--- src/fcvs_pkg.sv ---
// package: constants, types and register map of the frequency monitor
package fcvs_pkg;
  // measurement widths
  localparam int FW = 16;
  localparam int PW = 24;
  // register byte offsets
  localparam logic [7:0] OFS_CTRL = 8'h00;
  localparam logic [7:0] OFS_PICKUP = 8'h04;
  localparam logic [7:0] OFS_DF = 8'h08;
  localparam logic [7:0] OFS_DT = 8'h0c;
  localparam logic [7:0] OFS_VMIN = 8'h10;
  localparam logic [7:0] OFS_VSTHR = 8'h14;
  localparam logic [7:0] OFS_REFPER = 8'h18;
  localparam logic [7:0] OFS_STATUS = 8'h1c;
  localparam logic [7:0] OFS_IRQ_STAT = 8'h20;
  localparam logic [7:0] OFS_IRQ_MASK = 8'h24;
  // control field positions
  localparam int CTRL_MODE_LSB = 0;
  localparam int CTRL_NEED_LSB = 2;
  localparam int CTRL_W = 4;
  // irq bit positions
  localparam int IRQ_ALARM = 0;
  localparam int IRQ_TRIP = 1;
  // reset values
  localparam logic [CTRL_W-1:0] CTRL_RST = 4'h0;
  localparam logic [FW-1:0] PICKUP_RST = 16'h1388;
  localparam logic [FW-1:0] DF_RST = 16'h0050;
  localparam logic [FW-1:0] DT_RST = 16'h0064;
  localparam logic [FW-1:0] VMIN_RST = 16'h0100;
  localparam logic [FW-1:0] VSTHR_RST = 16'h000a;
  localparam logic [PW-1:0] REFPER_RST = 24'h07a120;
  localparam logic [1:0] IRQ_MASK_RST = 2'h0;
  // release band of the pickup, in parts per ten thousand
  localparam logic [15:0] HYST_DEN = 16'h2710;
  localparam logic [15:0] HYST_DOWN = 16'h270b;
  localparam logic [15:0] HYST_UP = 16'h2715;
  // degrees in one full period
  localparam logic [8:0] ANG_FULL = 9'h168;
  // timing
  localparam int CLK_NS = 40;
  localparam int TICK_NS = 1_000_000;
  localparam int TICK_CYC = TICK_NS / CLK_NS;
  localparam int VS_TRIP_MAX_MS = 60;
  typedef enum logic [1:0] {
    MODE_OFF, MODE_UNDER, MODE_OVER, MODE_SURGE
  } fcvs_mode_e;
  typedef enum logic [1:0] {
    ST_ARMED, ST_SUPV, ST_TRIP, ST_LOCK
  } fcvs_state_e;
  typedef struct packed {
    logic [FW-1:0] freq;
    logic [FW-1:0] volt;
    logic zc;
  } fcvs_meas_s;
endpackage

--- src/fcvs_monitor.sv ---
// frequency change and vector surge protection element with apb registers
// Overview of operation
// - when all three phase-pair voltages are below the set minimum, no alarm or trip arises.
// - the single parameter set holds a pickup level, a change threshold and a supervision interval.
// - crossing the pickup unblocked raises the alarm at once and starts the interval timer.
// - a trip follows when, within the interval, the pickup still holds and the change is reached.
// - an interval that expires without the change gives no trip and blocks until pickup recrosses.
// - in vector surge mode every zero crossing restarts a cycle duration measurement.
// - each cycle duration is compared with a reference period and turned into a jump angle.
// - a jump angle above threshold, unblocked, raises alarm and trip with no delay.
// - a setting chooses whether one, two or all three phases must show the jump.
// - loss of any measuring phase inhibits the phase jump trip.
// - the low-voltage lockout acts before any phase jump result is evaluated.
// - a mains failure seen as a phase jump trips within 60 ms.
// - an overfrequency pickup releases only below 99.95 percent of its level.
//
// Our own choices: the register addresses and register access over APB.
module fcvs_monitor #(
  parameter int TICK_CYC = fcvs_pkg::TICK_CYC
) (
  // clock and reset
  input wire logic pclk,
  input wire logic presetn,
  // apb slave
  input wire logic psel,
  input wire logic penable,
  input wire logic pwrite,
  input wire logic [7:0] paddr,
  input wire logic [31:0] pwdata,
  output logic [31:0] prdata,
  output logic pready,
  output logic pslverr,
  // measurement front end
  input wire fcvs_pkg::fcvs_meas_s [2:0] meas,
  input wire logic [2:0] phase_lost,
  // external blocking command pin
  input wire logic ext_block,
  // protection outputs
  output logic alarm,
  output logic trip,
  output logic irq
);
  import fcvs_pkg::*;

  logic [CTRL_W-1:0] ctrl_r;
  logic [FW-1:0] pickup_r, df_r, dt_r, vmin_r, vsthr_r;
  logic [PW-1:0] refper_r;
  logic [1:0] irq_stat_r, irq_mask_r;
  logic [31:0] prdata_r;
  logic pready_r, pslverr_r, alarm_r, trip_r, irq_r;
  logic blk_s1_r, blk_s2_r;
  logic [31:0] tick_cnt_r;
  logic tick_r;
  logic [FW-1:0] sup_cnt_r;
  fcvs_state_e st_r, st_nxt;
  logic [2:0] pick_r, pick_now, beyond, released, chg_hit;
  logic [FW-1:0] start_f_r [3];
  logic [PW-1:0] vs_cnt_r [3];
  logic [2:0] seen_r, jump_r, jump_calc;
  fcvs_mode_e mode;
  logic uv, blk, df_mode, any_pick, chg_reached, expired;
  logic [1:0] njump, need;
  logic surge_cond, surge_trip, alarm_nxt, trip_nxt;
  logic wr_en, rd_en;

  assign mode = fcvs_mode_e'(ctrl_r[CTRL_MODE_LSB +: 2]);
  assign df_mode = (mode == MODE_UNDER) || (mode == MODE_OVER);
  assign blk = blk_s2_r;
  assign uv = (meas[0].volt < vmin_r) && (meas[1].volt < vmin_r)
    && (meas[2].volt < vmin_r);

  // external block pin synchroniser
  always_ff @(posedge pclk or negedge presetn) begin
    if (!presetn) begin
      blk_s1_r <= 1'b0;
      blk_s2_r <= 1'b0;
    end else begin
      blk_s1_r <= ext_block;
      blk_s2_r <= blk_s1_r;
    end
  end

  // millisecond tick for the supervision interval
  always_ff @(posedge pclk or negedge presetn) begin
    if (!presetn) begin
      tick_cnt_r <= 32'h0;
      tick_r <= 1'b0;
    end else if (tick_cnt_r == 32'(TICK_CYC - 1)) begin
      tick_cnt_r <= 32'h0;
      tick_r <= 1'b1;
    end else begin
      tick_cnt_r <= tick_cnt_r + 32'h1;
      tick_r <= 1'b0;
    end
  end

  // per-phase pickup with release band
  always_comb begin
    for (int i = 0; i < 3; i++) begin
      if (mode == MODE_UNDER) begin
        beyond[i] = meas[i].freq < pickup_r;
        released[i] = 32'(meas[i].freq) * 32'(HYST_DEN)
          > 32'(pickup_r) * 32'(HYST_UP);
        chg_hit[i] = (meas[i].freq <= start_f_r[i])
          && (start_f_r[i] - meas[i].freq >= df_r);
      end else begin
        beyond[i] = meas[i].freq > pickup_r;
        released[i] = 32'(meas[i].freq) * 32'(HYST_DEN)
          < 32'(pickup_r) * 32'(HYST_DOWN);
        chg_hit[i] = (meas[i].freq >= start_f_r[i])
          && (meas[i].freq - start_f_r[i] >= df_r);
      end
      pick_now[i] = beyond[i] || (pick_r[i] && !released[i]);
    end
  end

  assign any_pick = |pick_now;
  assign chg_reached = |chg_hit;
  assign expired = (sup_cnt_r >= dt_r);

  always_ff @(posedge pclk or negedge presetn) begin
    if (!presetn) begin
      pick_r <= 3'h0;
    end else begin
      pick_r <= df_mode ? pick_now : 3'h0;
    end
  end

  // change-over-interval state machine
  always_comb begin
    st_nxt = st_r;
    if (uv || blk || !df_mode) begin
      st_nxt = ST_ARMED;
    end else begin
      unique case (st_r)
        ST_ARMED: if (any_pick) st_nxt = ST_SUPV;
        ST_SUPV: begin
          if (!any_pick) st_nxt = ST_ARMED;
          else if (chg_reached) st_nxt = ST_TRIP;
          else if (expired) st_nxt = ST_LOCK;
        end
        ST_TRIP: if (!any_pick) st_nxt = ST_ARMED;
        ST_LOCK: if (!any_pick) st_nxt = ST_ARMED;
      endcase
    end
  end

  always_ff @(posedge pclk or negedge presetn) begin
    if (!presetn) begin
      st_r <= ST_ARMED;
    end else begin
      st_r <= st_nxt;
    end
  end

  // interval timer and frequencies captured at pickup
  always_ff @(posedge pclk or negedge presetn) begin
    if (!presetn) begin
      sup_cnt_r <= '0;
      for (int i = 0; i < 3; i++) start_f_r[i] <= '0;
    end else if (st_nxt == ST_SUPV && st_r != ST_SUPV) begin
      sup_cnt_r <= '0;
      for (int i = 0; i < 3; i++) start_f_r[i] <= meas[i].freq;
    end else if (st_nxt == ST_SUPV) begin
      if (tick_r && !expired) sup_cnt_r <= sup_cnt_r + 16'h1;
    end else begin
      sup_cnt_r <= '0;
    end
  end

  // cycle duration per phase and jump angle
  always_comb begin
    logic [PW-1:0] dev;
    dev = '0;
    for (int i = 0; i < 3; i++) begin
      dev = (vs_cnt_r[i] > refper_r) ? vs_cnt_r[i] - refper_r
        : refper_r - vs_cnt_r[i];
      jump_calc[i] = 48'(dev) * 48'(ANG_FULL)
        > 48'(vsthr_r) * 48'(refper_r);
    end
  end

  always_ff @(posedge pclk or negedge presetn) begin
    if (!presetn) begin
      seen_r <= 3'h0;
      jump_r <= 3'h0;
      for (int i = 0; i < 3; i++) vs_cnt_r[i] <= '0;
    end else begin
      for (int i = 0; i < 3; i++) begin
        if (meas[i].zc) begin
          vs_cnt_r[i] <= 24'h1;
          seen_r[i] <= !uv;
          jump_r[i] <= seen_r[i] && !uv && jump_calc[i];
        end else if (vs_cnt_r[i] != '1) begin
          vs_cnt_r[i] <= vs_cnt_r[i] + 24'h1;
        end
        if (uv || mode != MODE_SURGE) begin
          jump_r[i] <= 1'b0;
          seen_r[i] <= 1'b0;
        end
      end
    end
  end

  assign njump = 2'(jump_r[0]) + 2'(jump_r[1]) + 2'(jump_r[2]);
  assign need = (ctrl_r[CTRL_NEED_LSB +: 2] == 2'h3) ? 2'h3
    : ctrl_r[CTRL_NEED_LSB +: 2] + 2'h1;
  assign surge_cond = (mode == MODE_SURGE) && !uv && !blk
    && (njump >= need);
  assign surge_trip = surge_cond && !(|phase_lost);
  assign alarm_nxt = surge_cond || st_nxt == ST_SUPV || st_nxt == ST_TRIP;
  assign trip_nxt = surge_trip || st_nxt == ST_TRIP;

  always_ff @(posedge pclk or negedge presetn) begin
    if (!presetn) begin
      alarm_r <= 1'b0;
      trip_r <= 1'b0;
    end else begin
      alarm_r <= alarm_nxt;
      trip_r <= trip_nxt;
    end
  end

  // apb slave: one wait state, then pready
  assign wr_en = psel && penable && pready_r && pwrite;
  assign rd_en = psel && penable && !pready_r;

  always_ff @(posedge pclk or negedge presetn) begin
    if (!presetn) begin
      pready_r <= 1'b0;
      pslverr_r <= 1'b0;
      prdata_r <= 32'h0;
    end else begin
      pready_r <= rd_en;
      if (rd_en) begin
        pslverr_r <= 1'b0;
        prdata_r <= 32'h0;
        unique case (paddr)
          OFS_CTRL: prdata_r <= 32'(ctrl_r);
          OFS_PICKUP: prdata_r <= 32'(pickup_r);
          OFS_DF: prdata_r <= 32'(df_r);
          OFS_DT: prdata_r <= 32'(dt_r);
          OFS_VMIN: prdata_r <= 32'(vmin_r);
          OFS_VSTHR: prdata_r <= 32'(vsthr_r);
          OFS_REFPER: prdata_r <= 32'(refper_r);
          OFS_STATUS: prdata_r <= {25'h0, njump, uv, st_r, trip_r, alarm_r};
          OFS_IRQ_STAT: prdata_r <= 32'(irq_stat_r);
          OFS_IRQ_MASK: prdata_r <= 32'(irq_mask_r);
          default: pslverr_r <= 1'b1;
        endcase
      end
    end
  end

  always_ff @(posedge pclk or negedge presetn) begin
    if (!presetn) begin
      ctrl_r <= CTRL_RST;
      pickup_r <= PICKUP_RST;
      df_r <= DF_RST;
      dt_r <= DT_RST;
      vmin_r <= VMIN_RST;
      vsthr_r <= VSTHR_RST;
      refper_r <= REFPER_RST;
      irq_mask_r <= IRQ_MASK_RST;
    end else if (wr_en) begin
      unique case (paddr)
        OFS_CTRL: ctrl_r <= pwdata[CTRL_W-1:0];
        OFS_PICKUP: pickup_r <= pwdata[FW-1:0];
        OFS_DF: df_r <= pwdata[FW-1:0];
        OFS_DT: dt_r <= pwdata[FW-1:0];
        OFS_VMIN: vmin_r <= pwdata[FW-1:0];
        OFS_VSTHR: vsthr_r <= pwdata[FW-1:0];
        OFS_REFPER: refper_r <= pwdata[PW-1:0];
        OFS_IRQ_MASK: irq_mask_r <= pwdata[1:0];
        default: ;
      endcase
    end
  end

  // sticky events, write one to clear, a new event wins over the clear
  always_ff @(posedge pclk or negedge presetn) begin
    logic [1:0] clr, ev;
    if (!presetn) begin
      irq_stat_r <= 2'h0;
      irq_r <= 1'b0;
    end else begin
      clr = (wr_en && paddr == OFS_IRQ_STAT) ? pwdata[1:0] : 2'h0;
      ev = 2'h0;
      ev[IRQ_ALARM] = alarm_nxt && !alarm_r;
      ev[IRQ_TRIP] = trip_nxt && !trip_r;
      irq_stat_r <= (irq_stat_r & ~clr) | ev;
      irq_r <= |(((irq_stat_r & ~clr) | ev) & irq_mask_r);
    end
  end

  assign prdata = prdata_r;
  assign pready = pready_r;
  assign pslverr = pslverr_r;
  assign alarm = alarm_r;
  assign trip = trip_r;
  assign irq = irq_r;
endmodule

--- config.mk ---
export PLATFORM = sky130hd
export DESIGN_NAME = fcvs_monitor
export DESIGN_NICKNAME = d
export VERILOG_FILES = /design/src/fcvs_pkg.sv /design/src/fcvs_monitor.sv
export SDC_FILE = /design/constraint.sdc
export NUM_CORES = 2
export LEC_CHECK = 0
export BUFFER_PORTS_ARGS = -buffer_cell sky130_fd_sc_hd__buf_2
export CAP_MARGIN = 30
export CORE_ASPECT_RATIO = 1.75
export CORE_MARGIN = 5
export CORE_UTILIZATION = 50
export DETAILED_ROUTE_END_ITERATION = 16
export GPL_TIMING_DRIVEN = 0
export PLACE_DENSITY = 0.66
export SYNTH_ARGS = -nofsm -noshare
export SYNTH_HDL_FRONTEND = slang
export SYNTH_SLANG_ARGS = --single-unit
--- constraint.sdc ---
create_clock -name pclk -period 15.9 [get_ports pclk]
set_input_delay 1.59 -clock pclk [delete_from_list [all_inputs] [get_ports pclk]]
set_output_delay 1.59 -clock pclk [all_outputs]
set_load 0.01 [all_outputs]
==> flow_summary.json <==
{
  "crit_type": "reg2reg",
  "first_pass_grt_wire_length_um": 357000,
  "dp.final_hpwl_um": 201000,
  "rsz0062_at_grt": "no",
  "remaining_overflow_grt": 0,
  "crit_path_max_incr_delay_ns": 0.79,
  "finalMaxSlewViolations": 0,
  "start_kind": "flop",
  "fp.coreArea_mm2": 0.136,
  "port-buffer-count": 163,
  "slowest_cell_on_the_critical_path": "sky130_fd_sc_hd__clkbuf_1",
  "worst_ep_arrival_time_ns": 13.60,
  "crit_path_max_fanout": 10,
  "clk_transition_reported_paths_ns": 0.07,
  "layout_worst_path_cycle_share": 0.828,
  "sequential_area_share_after_synthesis": 0.119,
  "worst_setup_path_end_kind": "flop",
  "fp.dieArea_mm2": 0.144,
  "tns_ns": 0,
  "ys_types": 92,
  "postSynthAreaPerCell_um2": 8.60,
  "worst_skew_pair.late_latency_ns": 0.62,
  "irDropWorstVdd_mv": 0.127,
  "postSynth.asyncResetShare": 1.00,
  "power_leakage_nw": 37.7,
  "worst_r2r_path_depth": 40,
  "min_setup_slack_post_route_ns": 2.73,
  "die_h_um": 498,
  "cts-buffers-inserted": 40,
  "pre_cts_slack_ns": 3.16,
  "worst_hold_startpoint": "blk_s1_r$_DFF_PN0_",
  "clock-skew-final_ns": 0.0407,
  "remaining_drc_errors": 0,
  "grt_max_degree": 108,
  "areaGrowthSynthToFinish_pct": 7.02,
  "reg2reg_from": "refper_r[11]$_DFFE_PN0P_",
  "max_slew.worst_pin.slew_ns": 1.08,
  "pwr_density_cell_mw_per_mm2": 87.5,
  "pin_count": 185,
  "synth_ff_type": "sky130_fd_sc_hd__dfrtp_1",
  "cts.root.buffer_cell": "sky130_fd_sc_hd__clkbuf_16",
  "critical_path_most_common_cell": "sky130_fd_sc_hd__ha_1",
  "grtUsageTotal": 0.327,
  "first_pass_iters": 8,
  "hold_depth": 0,
  "post_synth_instance_area_mm2": 0.0681,
  "finalSetupViolations": 0,
  "grt_antenna_before_repair": 14,
  "tritoncts_clock_tree": "yes",
  "synth_enable_flop_cells": 0,
  "clock_tree.buffer_depth": 3,
  "routed_via_density": 5.85,
  "holdCritPathClass": "reg2reg",
  "yosys_warnings": 0,
  "synthesis.instances": 7918,
  "drive_gt1_frac": 0.0495,
  "finish.utilization": 0.537,
  "status": "complete, no violations",
  "total_routed_wirelength_um": 239000,
  "die_w_um": 289,
  "max_freq_ghz": 0.0759,
  "clock_sinks": 323,
  "vias": 58500,
  "cts_htree_levels": 2,
  "gp_routability_congestion": 1.01,
  "num_rows": 179,
  "initialDrtViolationCount": 3643,
  "drv_cap": 0,
  "final_period_minus_worst_setup_slack_ns": 13.17,
  "final_stage_net_count": 10300,
  "cts.hold.buffers_added": 0,
  "worstPathRequired_ns": 16.33,
  "worst_slew_margin_rel": 0.275,
  "cts.repair.resized": 0,
  "ant_nets": 0,
  "first_global_vias": 61000,
  "number_of_setup_buffers_added_after_cts": 0,
  "wl_per_cell_um": 23.9,
  "ys_ff_latch": 323,
  "number_of_fill_cells_in_the_layout": 12900,
  "timing.critical_path.from": "refper_r[11]$_DFFE_PN0P_",
  "start_util": 0.502,
  "final-hold-violation-count": 0
}
[sequential cells by signal, indices dropped and copies added (netlist names), 3 cells and up]
| name | cells |
|---|---|
| prdata | 24 |
| ctrl_r | 4 |
| tick_cnt_r | 32 |
| vs_cnt_r | 72 |
| vsthr_r | 16 |
| jump_r | 3 |
| start_f_r | 48 |
| dt_r | 16 |
| pick_r | 3 |
| df_r | 16 |
| pickup_r | 16 |
| sup_cnt_r | 16 |
| vmin_r | 16 |
| refper_r | 24 |
| seen_r | 3 |
[cell families after synthesis]
family,synth area share
adders and majority gates,0.433
and+or+nand+nor,0.122
AOI/OAI and AO/OA,0.159
buffers and inverters,0.0901
xor gates and xnor gates,0.0567
DFF,0.119
muxes,0.0195
other,0.0000550
[cell usage in the layout, fill, tap and decap left out, drive strengths merged, types with 23 or more instances in the layout]
cell        n
o21ai     355
and3       34
nor3       66
o21bai    102
a22oi      23
inv      1385
clkbuf    260
and2      132
a31oi      29
buf       211
o21a       61
dfrtp     303
nor2      373
a211oi     46
or3        25
nor2b      73
fa        636
xnor2     304
nand2b     75
a21oi     514
nand2     622
nand4     127
nand3     120
mux2i      43
ha       1337
a21o      302
xor2      137
mux2       80
a2111oi    24
nor4       33
[worst paths after layout]
kind | end | slack, ns
setup / recovery | jump_r[2]$_DFFE_PN0P_ | 2.73
hold / removal | blk$_DFF_PN0_ | 0.36
setup reg to reg | jump_r[2]$_DFFE_PN0P_ | 2.73
hold reg to reg | blk$_DFF_PN0_ | 0.36
max in group asynchronous | prdata[21]$_DFFE_PN0P_ | 13.60
min in group asynchronous | start_f_r[27]$_DFFE_PN0N_ | 0.88
[where the power goes]
part | total, mW | switching, mW | internal, mW
clock | 1.00 | 0.438 | 0.566
combinational | 4.53 | 2.66 | 1.87
sequential | 0.848 | 0.0150 | 0.833
[per-layer routing]
metal	up-vias	GRT usage	part of all wire
met5	-	0	0.000059
met4	2	0.328	0.13
met3	951	0.0489	0.058
met2	2109	0.566	0.48
met1	28300	0.324	0.33
li1	27100	-	-
[metrics by stage]
step | hold slack (ns) | power [mW] | instances | cell area, um2
floorplan | 0.331 | 4.09 | 7925 | 68200
global placement | 0.336 | 5.15 | 9898 | 71200
detailed placement | 0.344 | 5.30 | 9914 | 71500
CTS | 0.357 | 6.34 | 9987 | 72900
global route | 0.367 | 6.97 | 9990 | 72900
finish | 0.359 | 6.38 | 9994 | 72900
[synth_stat cells, drive strengths merged, types with 102 or more instances]
library cell	n	area (um2)
o21ai	355	1780
a21oi	514	2580
and2	132	826
nand2	622	2340
o21bai	102	766
ha	1337	16700
dfrtp	303	7580
xor2	137	1200
clkbuf	208	781
xnor2	304	2660
nand4	127	795
fa	636	12700
a21o	302	2270
nand3	120	601
nor2	373	1400
inv	1378	5170
[final cells by class]
| type | count | area (um2) | area share |
|---|---|---|---|
| inverters | 1378 | 5170 | 0.0709 |
| clock inverters | 21 | 256 | 0.00352 |
| diodes | 5 | 12.5 | 0.000172 |
| clock buffers | 52 | 1140 | 0.0156 |
| flip-flops and latches | 323 | 8110 | 0.111 |
| repair buffers | 181 | 1070 | 0.0147 |
| multi-input cells | 5986 | 53900 | 0.740 |
| plain buffers | 238 | 966 | 0.0132 |
| well taps | 1810 | 2260 | 0.0311 |
[critical path: cells and delay by family (launching register included)]
family | cells | cell delay (ns)
AO/OA/AOI/OAI | 19 | 4.83
adder cells (fa/ha/maj) | 6 | 2.39
AND/OR/NAND/NOR | 5 | 1.02
multiplexers | 1 | 0.33
XOR/XNOR | 2 | 0.58
flip-flops | 1 | 0.74
buffers and inverters | 7 | 3.07
Note: power is estimated with default switching activity, not from simulation.
